===== src/hw/csr_pkg.sv =====
// Package with register offsets, field positions and reset values of the system control bank.
package csr_pkg;
    // ****************************************
    // Register offsets on the internal register bus
    // ****************************************
    localparam logic [7:0] OFF_SP_HIGH = 8'hd8;
    localparam logic [7:0] OFF_SP_LOW = 8'hd9;
    localparam logic [7:0] OFF_SYS_MODE = 8'hde;
    localparam logic [7:0] OFF_HALT_GUARD = 8'hfb;
    // ****************************************
    // Field layouts and reset values
    // ****************************************
    localparam logic [7:0] HALT_KEY = 8'ha5;
    localparam logic [7:0] HALT_GUARD_RST = 8'h00;
    localparam int SYM_GIE_BIT = 0;
    localparam int SYM_FIE_BIT = 1;
    localparam int SYM_LVL_LSB = 2;
    localparam int SYM_LVL_MSB = 4;
    localparam int SYM_ZERO_BIT = 7;
    localparam logic [7:0] SYM_WR_MASK = 8'h1f;
    localparam logic [1:0] SYM_EN_RST = 2'h0;
    localparam logic [2:0] SYM_LVL_RST = 3'h0;
    localparam logic [7:0] SP_RST = 8'h00;

    // Register bus request from the CPU core.
    typedef struct packed {
        logic wr;
        logic rd;
        logic [7:0] addr;
        logic [7:0] wdata;
    } csr_req_t;
endpackage : csr_pkg


===== src/hw/csr_fast_decode.sv =====
// Decoder of the fast interrupt level field into a one-hot level select.
`timescale 1ns/1ns
module csr_fast_decode #(
    parameter int LEVELS = 8
) (
    // Field inputs.
    input wire logic i_enable,
    input wire logic [2:0] i_level,
    // Decoded select.
    output logic [LEVELS-1:0] o_sel
);
    // ****************************************
    // One-hot decode, one bit per level
    // ****************************************
    genvar g;
    generate
        for (g = 0; g < LEVELS; g++) begin : g_lvl
            // Only one level can be selected at a time.
            assign o_sel[g] = i_enable && (i_level == 3'(g));
        end
    endgenerate
endmodule : csr_fast_decode


===== src/hw/csr_sysctl_regs.sv =====
// System control register bank: stack pointer, halt guard and system mode.
//
// Summary of operation
// - High stack pointer byte, fully read/write.
// - Low stack pointer byte, fully read/write.
// - Stack pointer bytes are not reset.
// - Key pattern in guard register permits halt.
// - Halt without key causes reset, not halt.
// - Fast interrupt enable applies selected level.
// - Only one fast interrupt level at once.
`timescale 1ns/1ns
module csr_sysctl_regs (
    // Clock and reset.
    input wire logic I_MCLK,
    input wire logic I_RESETN,
    // Register bus from the CPU core.
    input wire logic I_WR,
    input wire logic I_RD,
    input wire logic [7:0] I_ADDR,
    input wire logic [7:0] I_WDATA,
    output logic [7:0] O_RDATA,
    output logic O_HIT,
    // Core controls.
    input wire logic I_HALT_EXEC,
    input wire logic I_EI_EXEC,
    input wire logic I_DI_EXEC,
    // Outputs to the core.
    output logic [15:0] O_SP,
    output logic O_HALT,
    output logic O_HALT_RESET,
    output logic O_GIE,
    output logic [7:0] O_FAST_SEL
);
    // ****************************************
    // Reset release
    // ****************************************
    logic rst_s1_r;
    logic rst_n_r;

    // Reset is asserted at once and released through two flip-flops.
    always_ff @(posedge I_MCLK or negedge I_RESETN) begin
        if (!I_RESETN) begin
            rst_s1_r <= 1'b0;
            rst_n_r <= 1'b0;
        end else begin
            rst_s1_r <= 1'b1;
            rst_n_r <= rst_s1_r;
        end
    end

    // ****************************************
    // Address decode
    // ****************************************
    csr_pkg::csr_req_t req;
    wire sel_sph = (req.addr == csr_pkg::OFF_SP_HIGH);
    wire sel_spl = (req.addr == csr_pkg::OFF_SP_LOW);
    wire sel_sym = (req.addr == csr_pkg::OFF_SYS_MODE);
    wire sel_grd = (req.addr == csr_pkg::OFF_HALT_GUARD);
    wire wr_sph = req.wr && sel_sph;
    wire wr_spl = req.wr && sel_spl;
    wire wr_sym = req.wr && sel_sym;
    wire wr_grd = req.wr && sel_grd;

    // Bus fields are gathered into one request.
    assign req = '{wr: I_WR, rd: I_RD, addr: I_ADDR, wdata: I_WDATA};

    // ****************************************
    // Registers
    // ****************************************
    logic [7:0] sph_r;
    logic [7:0] spl_r;
    logic [7:0] guard_r;
    logic [2:0] lvl_r;
    logic fie_r;
    logic gie_r;
    logic halt_r;
    logic halt_rst_r;
    logic [7:0] rdata_r;
    logic gie_nxt;
    wire key_ok = (guard_r == csr_pkg::HALT_KEY);

    // Stack pointer bytes have no reset; they hold whatever was last written.
    always_ff @(posedge I_MCLK) begin
        if (wr_sph) begin
            sph_r <= req.wdata;
        end
        if (wr_spl) begin
            spl_r <= req.wdata;
        end
    end

    // Global enable follows the enable and disable instructions; a write also loads it.
    always_comb begin
        gie_nxt = gie_r;
        if (wr_sym) begin
            gie_nxt = req.wdata[csr_pkg::SYM_GIE_BIT];
        end
        if (I_DI_EXEC) begin
            gie_nxt = 1'b0;
        end
        if (I_EI_EXEC) begin
            gie_nxt = 1'b1;
        end
    end

    // Guard and mode registers, reset to their documented values.
    always_ff @(posedge I_MCLK or negedge rst_n_r) begin
        if (!rst_n_r) begin
            guard_r <= csr_pkg::HALT_GUARD_RST;
            lvl_r <= csr_pkg::SYM_LVL_RST;
            fie_r <= 1'b0;
            gie_r <= 1'b0;
        end else begin
            if (wr_grd) begin
                guard_r <= req.wdata;
            end
            if (wr_sym) begin
                lvl_r <= req.wdata[csr_pkg::SYM_LVL_MSB:csr_pkg::SYM_LVL_LSB];
                fie_r <= req.wdata[csr_pkg::SYM_FIE_BIT];
            end
            gie_r <= gie_nxt;
        end
    end

    // A halt instruction halts with the key loaded, otherwise asks for reset.
    always_ff @(posedge I_MCLK or negedge rst_n_r) begin
        if (!rst_n_r) begin
            halt_r <= 1'b0;
            halt_rst_r <= 1'b0;
        end else begin
            halt_r <= I_HALT_EXEC && key_ok;
            halt_rst_r <= I_HALT_EXEC && !key_ok;
        end
    end

    // ****************************************
    // Read path
    // ****************************************
    wire [7:0] sym_rd = {1'b0, 2'b00, lvl_r, fie_r, gie_r};
    wire [7:0] rd_mux = sel_sph ? sph_r :
                        sel_spl ? spl_r :
                        sel_sym ? sym_rd :
                        sel_grd ? guard_r : 8'h00;

    // Read data is registered; unmapped addresses read zero.
    always_ff @(posedge I_MCLK or negedge rst_n_r) begin
        if (!rst_n_r) begin
            rdata_r <= 8'h00;
        end else if (req.rd) begin
            rdata_r <= rd_mux;
        end
    end

    assign O_RDATA = rdata_r;
    assign O_HIT = sel_sph | sel_spl | sel_sym | sel_grd;
    assign O_SP = {sph_r, spl_r};
    assign O_HALT = halt_r;
    assign O_HALT_RESET = halt_rst_r;
    assign O_GIE = gie_r;

    // ****************************************
    // Fast interrupt level select
    // ****************************************
    csr_fast_decode #(
        .LEVELS(8)
    ) u_fast (
        .i_enable(fie_r),
        .i_level(lvl_r),
        .o_sel(O_FAST_SEL)
    );

    // ****************************************
    // Check helpers
    // ****************************************
    logic sph_seen_r;
    logic spl_seen_r;

    // Marks each stack byte once written, so hold checks never compare unknown contents.
    always_ff @(posedge I_MCLK or negedge rst_n_r) begin
        if (!rst_n_r) begin
            sph_seen_r <= 1'b0;
            spl_seen_r <= 1'b0;
        end else begin
            if (wr_sph) begin
                sph_seen_r <= 1'b1;
            end
            if (wr_spl) begin
                spl_seen_r <= 1'b1;
            end
        end
    end

    // ****************************************
    // Checks
    // ****************************************
    halt_key_ok_a: assert property (@(posedge I_MCLK) disable iff (!rst_n_r)
        (I_HALT_EXEC && guard_r == 8'ha5) |=> (O_HALT && !O_HALT_RESET))
        else $error("Halt with key did not halt.");
    halt_bad_rst_a: assert property (@(posedge I_MCLK) disable iff (!rst_n_r)
        (I_HALT_EXEC && guard_r != 8'ha5) |=> (O_HALT_RESET && !O_HALT))
        else $error("Halt without key did not reset.");
    sph_write_a: assert property (@(posedge I_MCLK) disable iff (!rst_n_r)
        (I_WR && I_ADDR == 8'hd8) |=> (O_SP[15:8] == $past(I_WDATA)))
        else $error("High stack byte not written.");
    spl_write_a: assert property (@(posedge I_MCLK) disable iff (!rst_n_r)
        (I_WR && I_ADDR == 8'hd9) |=> (O_SP[7:0] == $past(I_WDATA)))
        else $error("Low stack byte not written.");
    sp_hold_a: assert property (@(posedge I_MCLK) disable iff (!rst_n_r)
        (sph_seen_r && !wr_sph) |=> $stable(O_SP[15:8]))
        else $error("High stack byte changed without a write.");
    spl_hold_a: assert property (@(posedge I_MCLK) disable iff (!rst_n_r)
        (spl_seen_r && !wr_spl) |=> $stable(O_SP[7:0]))
        else $error("Low stack byte changed without a write.");
    fast_sel_a: assert property (@(posedge I_MCLK) disable iff (!rst_n_r)
        (I_WR && I_ADDR == 8'hde && I_WDATA[1]) |=> O_FAST_SEL[$past(I_WDATA[4:2])])
        else $error("Fast level not applied.");
    fast_onehot_a: assert property (@(posedge I_MCLK) disable iff (!rst_n_r)
        $onehot0(O_FAST_SEL))
        else $error("More than one fast level selected.");
    fast_off_a: assert property (@(posedge I_MCLK) disable iff (!rst_n_r)
        (I_WR && I_ADDR == 8'hde && !I_WDATA[1]) |=> (O_FAST_SEL == 8'h00))
        else $error("Fast level selected while disabled.");
    sym_rsvd_a: assert property (@(posedge I_MCLK) disable iff (!rst_n_r)
        (I_RD && I_ADDR == csr_pkg::OFF_SYS_MODE) |=> (O_RDATA[7:5] == 3'h0))
        else $error("Unused mode bits read nonzero.");
    grd_write_a: assert property (@(posedge I_MCLK) disable iff (!rst_n_r)
        (I_WR && I_ADDR == csr_pkg::OFF_HALT_GUARD) |=> (guard_r == $past(I_WDATA)))
        else $error("Guard register not written.");
    di_clears_a: assert property (@(posedge I_MCLK) disable iff (!rst_n_r)
        (I_DI_EXEC && !I_EI_EXEC) |=> !O_GIE)
        else $error("Disable instruction did not clear global enable.");
    ei_sets_a: assert property (@(posedge I_MCLK) disable iff (!rst_n_r)
        I_EI_EXEC |=> O_GIE)
        else $error("Enable instruction did not set global enable.");
endmodule : csr_sysctl_regs


===== config.mk =====
export PLATFORM = sky130hd
export DESIGN_NAME = csr_sysctl_regs
export DESIGN_NICKNAME = d
export VERILOG_FILES = /design/src/hw/csr_pkg.sv /design/src/hw/csr_fast_decode.sv /design/src/hw/csr_sysctl_regs.sv
export SDC_FILE = /design/constraint.sdc
export NUM_CORES = 1
export LEC_CHECK = 0
export BUFFER_PORTS_ARGS = -buffer_cell sky130_fd_sc_hd__clkbuf_2
export CAP_MARGIN = 20
export CORE_MARGIN = 2
export CORE_UTILIZATION = 54
export DETAILED_ROUTE_END_ITERATION = 10
export PLACE_DENSITY = 0.84
export SETUP_SLACK_MARGIN = 0.1
export SYNTH_ARGS = -nofsm -noshare
export SYNTH_HDL_FRONTEND = slang
export SYNTH_SLANG_ARGS = --single-unit

===== constraint.sdc =====
create_clock -name I_MCLK -period 1.7 [get_ports I_MCLK]
set_input_delay 0.255 -clock I_MCLK [delete_from_list [all_inputs] [get_ports I_MCLK]]
set_output_delay 0.255 -clock I_MCLK [all_outputs]
set_load 0.005 [all_outputs]

## After elaboration in Yosys (flattened, before gate mapping)

Cells that the tools add are included.

| cells by class | value |
|---|---|
| reductions and logical operators | 17 |
| multiplexer cells | 7 |
| eq/ne operators | 12 |
| bitwise operators | 3 |

Operators with widths:

| operator | number |
|---|---|
| 8-bit == test (second input constant) | 5 |
| 8-bit 2-to-1 mux | 4 |
| 1-bit logical AND | 14 |
| 3-bit == test (second input constant) | 4 |
| 3-bit by 2-bit == test with 1-bit output (second input constant) | 2 |
| 3-bit by 1-bit == test with 1-bit output (second input constant) | 1 |
| 3-bit logical NOT | 1 |
| 1-bit 2-to-1 mux | 3 |
| 1-bit OR | 3 |
| 3-bit nonzero test | 1 |
| 1-bit logical NOT | 1 |

| storage, ports and cells | value |
|---|---|
| word-level logic and storage cells | 50 |
| output and inout port bits | 36 |
| bits in registers | 41 |
| input bits | 23 |

## Logic depth before layout (Yosys ltp)

Gate-level depths: netlist of the first run.

| logic depth | value |
|---|---|
| depth in word-level cells | 5 |
| mapped depth | 5 |
| depth with buffers taken out | 4 |

## Hierarchy

From an unflattened synthesis of the first run, not the netlist that was laid out.

| unflattened totals | value |
|---|---|
| cell total of the unflattened synthesis | 147 |
| area, all modules | 1949.4 um2 |

By module, submodules not included:

| module | cells each | times used | area each (um2) |
|---|---|---|---|
| csr_sysctl_regs | 139 | 1 | 1853.0 |
| csr_fast_decode | 8 | 1 | 96.3 |

## Least setup slack after synthesis of the first run

Ideal clock, no wire load.

| timing path | value |
|---|---|
| path type | input-to-reg |
| start point | input I_ADDR[2] |
| end point | register spl_r[0] (enable) |
| data required time | 1368 ps |
| buffers on the path | 1 |
| arrival | 1411 ps |
| stages | 3 |
| path slack | -43 ps |
| cell sequence | buf_6 > nor4b_1 > and4_1 |

| between the ends | value |
|---|---|
| word-level cells in the longest chain between the ends | 2 |

Ends and longest elaborated chain:

| element | line | source |
|---|---|---|
| start, declared | csr_sysctl_regs.sv:19 | `input wire logic [7:0] I_ADDR,` |
| 8-bit == test | csr_sysctl_regs.sv:56 | `wire sel_spl = (req.addr == csr_pkg::OFF_SP_LOW);` |
| 1-bit logical AND | csr_sysctl_regs.sv:60 | `wire wr_spl = req.wr && sel_spl;` |
| net wr_spl | csr_sysctl_regs.sv:60 |  |
| end signal, assigned | csr_sysctl_regs.sv:88 | `spl_r <= req.wdata;` |
| end, declared | csr_sysctl_regs.sv:71 | `logic [7:0] spl_r;` |

The timed path passes the listed nets, and every way through them passes these cells.
A chain may end at the register's enable or synchronous reset.

## Final worst setup path of the first run

| timing path | value |
|---|---|
| start point | input I_ADDR[1] |
| end point | output O_HIT |

| between the ends | value |
|---|---|
| word-level cells in the longest chain between the ends | 4 |
| elaborated cells on any way between the ends | 7 |
| classes of those cells | eq/ne: 4; bitwise: 3 |

Ends and longest elaborated chain:

| element | line | source |
|---|---|---|
| 8-bit == test (on tied branches) | csr_sysctl_regs.sv:55, csr_sysctl_regs.sv:56 |  |
| 1-bit OR (2 in a row) | csr_sysctl_regs.sv:155 | `assign O_HIT = sel_sph \| sel_spl \| sel_sym \| sel_grd;` |
| 1-bit OR (*) | csr_sysctl_regs.sv:155 |  |
| end, declared | csr_sysctl_regs.sv:22 | `output logic O_HIT,` |

Every way passes the cells marked *; elsewhere a longest branch is shown, timed or not.

==> parameters.txt, run 1 <==
Parameter                              Value

Final layout
  Area Growth Syn to Fin ... 26.2%
  Post-route design area ... 2300 µm²
  Core Util, Final ... 70.1%
  Diodes inserted ... 0
  Count of nets after finishing ... 240
  Post-route insts no fill ... 264
  Share of final-layout standard cells stronger than drive strength 1 ... 41.3%

STA
  Final Hold Violating Endpoints ... 0
  Period utilisation layout ... 89.0%
  Worst setup skew after layout ... 0.0215 ns
  Final number of setup-violating endpoints ... 0
  Setup ws final ... 0.187 ns
  Top achievable clock speed ... 0.661 GHz
  Setup TNS Final ... 0 ns
  RSZ-0062 raised after global routing ... false
  Final worst path period need ... 1.51 ns
  Number of pins exceeding their max-slew limit in the final report ... 0

Global routing
  Vias in the first global route ... 1,484
  Maximum number of pins on one net before global-route repair ... 24
  Total global routing track utilization ... 23.5%
  Initial antenna violation count ... 0
  First-pass GRT wire length ... 6.87 mm
  Overall overflow remaining after global route ... 0

Clock network
  H-tree levels ... 2
  Clock-pin slew on the worst setup and hold paths ... 0.11 ns
  Clock buffer count from CTS ... 5
  Clock Latency Late Sink ... 0.35 ns
  Post-cts repair resize count ... 0
  Post-CTS Setup Inserts ... 0
  Clock tree from TritonCTS ... built
  Maximum buffer depth of the clock tree ... 2
  Post-CTS Hold Fix Bufs ... 1
  Num Clock Sinks ... 41
  Root Buffer Master ... clkbuf_4

Synth
  Multiplexer area fraction after synthesis ... 7.96%
  Post-synthesis share of cell area spent on full adders, half adders and majority gates ... 0%
  Synthesized-area fraction occupied by xor and xnor cells ... 0%
  Post-Synthesis Cell Area ... 1820 µm²
  Basic-gate share of the synthesized area counting and, or, nand and nor cells ... 15.7%
  Synthesized area per cell ... 12.4 µm²
  Share of the synthesized area in compound gates (AO/OA/AOI/OAI) ... 11.9%
  Synth Warn # ... 0
  Dominant combinational cell family by area after synthesis ... simple AND/OR/NAND/NOR gates
  Sequential cell area fraction in the yosys report ... 60.7%
  Register bit total from synthesis ... 41
  Synthesized instance count ... 147
  Number of distinct library cells after synthesis ... 34
  Net count of the mapped netlist ... 170

Worst setup path
  Kind of start point of the critical path ... input port
  Signal arrival time at the worst endpoint ... 1.26 ns
  Endpoint type of the worst setup path ... output pin
  Launch point of the worst reg-to-reg path ... guard_r[6]
  Required time of the worst setup path ... 1.44 ns
  Launching instance or port of the critical path ... I_ADDR[1]
  Critical setup path kind ... in -> out
  Largest driver fanout on the critical path ... 8

Floorplan
  Die Outline Area ... 3860 µm²
  Number of top-level pins ... 59
  Core footprint ... 3280 µm²
  Starting Density ... 55.5%
  X dimension of the die ... 62.1 µm
  Die Ht ... 62.1 µm
  Row count ... 21

Outcome
  Outcome ... complete, no violations

Drt
  Detailed-route wire length per cell ... 15.7 µm
  Number of vias per cell ... 5.63
  WL final ... 4.15 mm
  Router iterations before antenna repair ... 5
  Post-DRT Antenna Nets ... 0
  Number of design rule violations left after detail routing ... 0
  Number of vias after detailed routing ... 1,486
  Initial DRC count ... 75

Place
  Final GP Congestion ... 0.962
  Number of cells after detailed placement ... 255
  Port Buf Inserts ... 58
  Post-detail-place hpwl ... 3.17 mm
  Area after detailed placement ... 2210 µm²
  Placement-stage worst setup slack ... 0.0121 ns

Pwr
  Leakage power figure ... 1.04 nW
  Worst ir drop on vdd ... 0.447 mV
  Pwr Density ... 790 nW/µm²

Hold path
  Hold wc startpoint ... I_DI_EXEC
  Path category of the worst min-delay check ... in -> reg

Run
  Max capacitance violation total ... 0
kinds of logic (layout without fill, tap and decap cells):
group | count (synthesis) | in the layout
DFF | 41 | 41
other | 1 | 1
AOI/OAI and AO/OA | 32 | 32
muxes | 13 | 13
and+or+nand+nor | 45 | 45
buffers and inverters | 15 | 86
worst max-delay path: stages:
cell,delay [ns]
clkbuf_2,0.17
or3b_4,0.44
nand2_1,0.08
o2111a_1,0.20
clkbuf_2,0.11
final cells by class:
type                    count  area (µm²)
flip-flops and latches     41        1110
fillers                   242         983
multi-input cells          91         659
repair buffers             67         360
well taps                  46        57.6
clock buffers               6        41.3
inverters                  11        41.3
clock inverters             2        35.0
through the flow:
stage | hold slack [ns] | power (mW)
final | 0.0830 | 1.82
after global routing | 0.0790 | 1.88
after CTS | 0.0742 | 1.82
after detailed placement | 0.0454 | 1.23
after global placement | 0.0409 | 1.22
after floorplan | -0.0406 | 1.16
cells in the mapped netlist:
cell      count  area (µm²)
dfrtp_1      25         626
edfxtp_1     16         480
mux2_2       12         135
nor2_1       12        45.0
inv_1        11        41.3
nand2b_1     10        62.6
o21ai_0       9        45.0
o22ai_1       8        50.1
a22oi_1       6        45.0
nand2_1       5        18.8
a22o_1        3        26.3
a21boi_0      2        15.0
a221oi_1      2        17.5
and3_1        2        12.5
clkbuf_1      2        7.51
nand3_1       2        10.0
nor3_1        2        10.0
nor4b_1       2        17.5
and2_1        1        6.26
and3b_1       1        8.76
and4_1        1        8.76
and4b_1       1        10.0
buf_1         1        3.75
buf_6         1        11.3
conb_1        1        3.75
mux2i_1       1        10.0
nand4_1       1        6.26
nand4b_1      1        8.76
nor3_4        1        16.3
nor4_2        1        12.5
nor4_4        1        21.3
o2111a_1      1        11.3
o21bai_1      1        7.51
or3b_4        1        11.3
where the power goes:
group | internal (mW) | leakage [nW] | switching, mW
registers | 1.05 | 0.481 | 0.0183
clock network | 0.308 | 0.0422 | 0.299
logic | 0.0623 | 0.522 | 0.0821
registers in the layout (all words and copies together) (netlist names):
name and count:
O_GIE 1, O_HALT 1, O_HALT_RESET 1, O_RDATA 8, fie_r 1, guard_r 8
lvl_r 3, rst_n_r 1, rst_s1_r 1, sph_r 8, spl_r 8
routing by layer:
layer	global-route usage [%]	up-vias	share of wire, %
met4	11.4	0	3.2
met2	39.7	61	52
li1	-	686	-
met3	5.43	18	5.5
met1	28.5	721	39
met5	0	-	0
worst paths after layout:
kind | endpoint | slack [ns] | depth (start not counted)
min in group asynchronous | guard_r[5] | 0.20 | 1
min reg2reg | guard_r[5] | 0.20 | 1
max | O_HIT | 0.19 | 5
min | O_GIE | 0.08 | 2
max reg2reg | O_HALT_RESET | 0.52 | 2
max in group asynchronous | lvl_r[2] | 1.24 | 1
placed cells by master (no fill, tap or decap), drive strengths merged, types with 2 or more instances in the layout:
cell type / instances
a22oi: 6
o21ai: 9
inv: 11
and3: 2
buf: 8
mux2: 12
nor2: 12
nor3: 3
o22ai: 8
a21boi: 2
nand2b: 10
a22o: 3
clkbuf: 64
nand3: 2
nor4b: 2
nand2: 5
nor4: 2
a221oi: 2
edfxtp: 16
dfrtp: 25
Note: power is estimated with default switching activity, not from simulation.
==> run 2, diff against run 1 <==
Settings changed: CORE_UTILIZATION 54 to 56, CTS_BUF_LIST from default to sky130_fd_sc_hd__clkbuf_2 sky130_fd_sc_hd__clkbuf_4 sky130_fd_sc_hd__clkbuf_8, PLACE_DENSITY 0.84 to 0.87.
==> parameters.txt, run 2 (synthesized netlist as in run 1, its figures left out) <==
Parameter                              Value

STA
  Top achievable clock speed ... 0.648 GHz (-1.9%)
  Final Hold Violating Endpoints ... 0 (unchanged)
  Final number of setup-violating endpoints ... 0 (unchanged)
  Period utilisation layout ... 90.7% (+1.7 points)
  Final worst path period need ... 1.54 ns (+0.0295 ns)
  Worst setup skew after layout ... 0.00379 ns (-0.0177 ns)
  Setup TNS Final ... 0 ns (unchanged)
  Number of pins exceeding their max-slew limit in the final report ... 0 (unchanged)
  RSZ-0062 raised after global routing ... false

Final layout
  Post-route design area ... 2330 µm² (+1.2%)
  Diodes inserted ... 0 (unchanged)
  Commonest cells after routing, fill and taps aside ... 58 x clkbuf_2, 24 x dfrtp_1, 16 x edfxtp_1
  Share of final-layout standard cells stronger than drive strength 1 ... 44.1% (+2.8 points)
  Most common library cell in the layout ignoring fill and taps ... clkbuf_2
  Count of nets after finishing ... 243 (+1.3%)
  Area Growth Syn to Fin ... 27.7%
  Filler cells ... 212 (-12%)

Clock network
  Num Clock Sinks ... 41 (unchanged)
  Clock buffer count from CTS ... 5 (unchanged)
  H-tree levels ... 2 (unchanged)
  Clock tree from TritonCTS ... built
  Root Buffer Master ... clkbuf_4
  Clock-pin slew on the worst setup and hold paths ... 0.11 ns (about the same)
  Clock Latency Late Sink ... 0.36 ns (about the same)
  Maximum buffer depth of the clock tree ... 2 (unchanged)
  Post-CTS Setup Inserts ... 0 (unchanged)

Global routing
  Maximum number of pins on one net before global-route repair ... 24 (unchanged)
  Initial antenna violation count ... 0 (unchanged)
  Vias in the first global route ... 1,510 (+1.8%)
  First-pass GRT wire length ... 7.11 mm (+3.5%)
  Total global routing track utilization ... 27.5% (+4.1 points)
  Overall overflow remaining after global route ... 0 (unchanged)

Drt
  Initial DRC count ... 82 (+9.3%)
  Router iterations before antenna repair ... 4 (-1)
  Detailed-route wire length per cell ... 17.3 µm (+10%)
  Number of vias after detailed routing ... 1,504 (+1.2%)
  Number of vias per cell ... 5.70 (+1.2%)
  WL final ... 4.57 mm (+10%)
  Number of design rule violations left after detail routing ... 0 (unchanged)
  Post-DRT Antenna Nets ... 0 (unchanged)

Worst setup path
  Largest driver fanout on the critical path ... 4 (-4)
  Sequence of cells on the critical path ... nand2b_2, nor3_2, clkbuf_2
  CP peak stage delay ... 0.43 ns (about the same)
  Max stage delay cell, worst path ... dfrtp_1
  Endpoint type of the worst setup path ... output pin
  Signal arrival time at the worst endpoint ... 1.29 ns (+0.03 ns)
  Kind of start point of the critical path ... flop
  Required time of the worst setup path ... 1.44 ns (about the same)
  Critical setup path kind ... reg -> out

Place
  Port Buf Inserts ... 58 (unchanged)
  Post-detail-place hpwl ... 3.47 mm (+9.5%)
  Final GP Congestion ... 0.890 (-7.5%)
  Area after detailed placement ... 2230 µm² (+0.90%)

Floorplan
  Die Ht ... 61.1 µm (-1.7%)
  Core footprint ... 3080 µm² (-6.3%)
  X dimension of the die ... 61.1 µm (-1.7%)
  Starting Density ... 59.2% (+3.7 points)
  Die Outline Area ... 3730 µm² (-3.3%)
  Row count ... 20 (-4.8%)
  Number of top-level pins ... 59 (unchanged)

Run
  Max capacitance violation total ... 0 (unchanged)

Hold path
  Path category of the worst min-delay check ... in -> reg

Pwr
  Post-route total power ... 1.83 mW (+0.42%)
  Leakage power figure ... 1.06 nW (+1.7%)
  Pwr Density ... 784 nW/µm² (-0.77%)
  Worst ir drop on vdd ... 0.584 mV (+31%)

Outcome
  Outcome ... complete, no violations
run 2: layout make-up:
cell class | instances | area, µm² | area share [%]
inverter | 11 | 41.3 | 1.77
multi-input combinational | 91 | 669 | 28.7
sequential | 41 | 1110 | 47.6
clock inverter | 2 | 35.0 | 1.50
clock buffer | 5 | 37.5 | 1.61
tap | 44 | 55.1 | 2.36
timing repair buffer | 70 | 383 | 16.4
run 2: worst paths after layout:
path	start	end	slack [ns]	cells past startpoint
max in group asynchronous	rst_n_r	lvl_r[1]	1.23	1
hold reg to reg	rst_n_r	O_RDATA[4]	0.23	1
setup / recovery	lvl_r[0]	O_FAST_SEL[0]	0.16	3
setup reg to reg	guard_r[6]	O_HALT_RESET	0.51	2
min in group asynchronous	I_RESETN	rst_s1_r	0.21	2
hold / removal	I_DI_EXEC	O_GIE	0.07	2
run 2: repair_timing:
action / CTS / global route
hold buffers: 1 / 0
endpoints found under the setup margin: 0 / 2
resized for setup: 0 / 4
hold endpoints to repair: 2 / 0
run 2: critical path: cells and delay by family (launching register included):
family,cells,cell delay [ns]
buffers and inverters,1,0.14
DFF,1,0.43
and+or+nand+nor,2,0.36
run 2: through the flow:
| step | std cells | hold slack (ns) | utilization [%] | setup slack, ns |
|---|---|---|---|---|
| floorplan | 147 | -0.0406 | - | 0.150 |
| global placement | 256 | 0.0410 | 72.6 | 0.135 |
| detailed placement | 256 | 0.0475 | 72.6 | 0.0427 |
| CTS | 264 | 0.0662 | 75.3 | 0.139 |
| global route | 264 | 0.0739 | 75.7 | 0.104 |
| finish | 264 | 0.0718 | 75.7 | 0.158 |
run 2: per-layer routing:
layer	wire length, µm	global-route usage [%]	up-vias
met5	0	0	-
met4	132	13.4	0
met3	291	5.67	14
met2	2400	48.3	69
met1	1740	32.1	735
li1	-	-	686
run 2: report_power, final:
part | switching [mW] | total, mW | internal (mW)
Clock | 0.311 | 0.610 | 0.299
Sequential | 0.0187 | 1.07 | 1.05
Combinational | 0.0842 | 0.149 | 0.0646
Total | 0.414 | 1.83 | 1.41
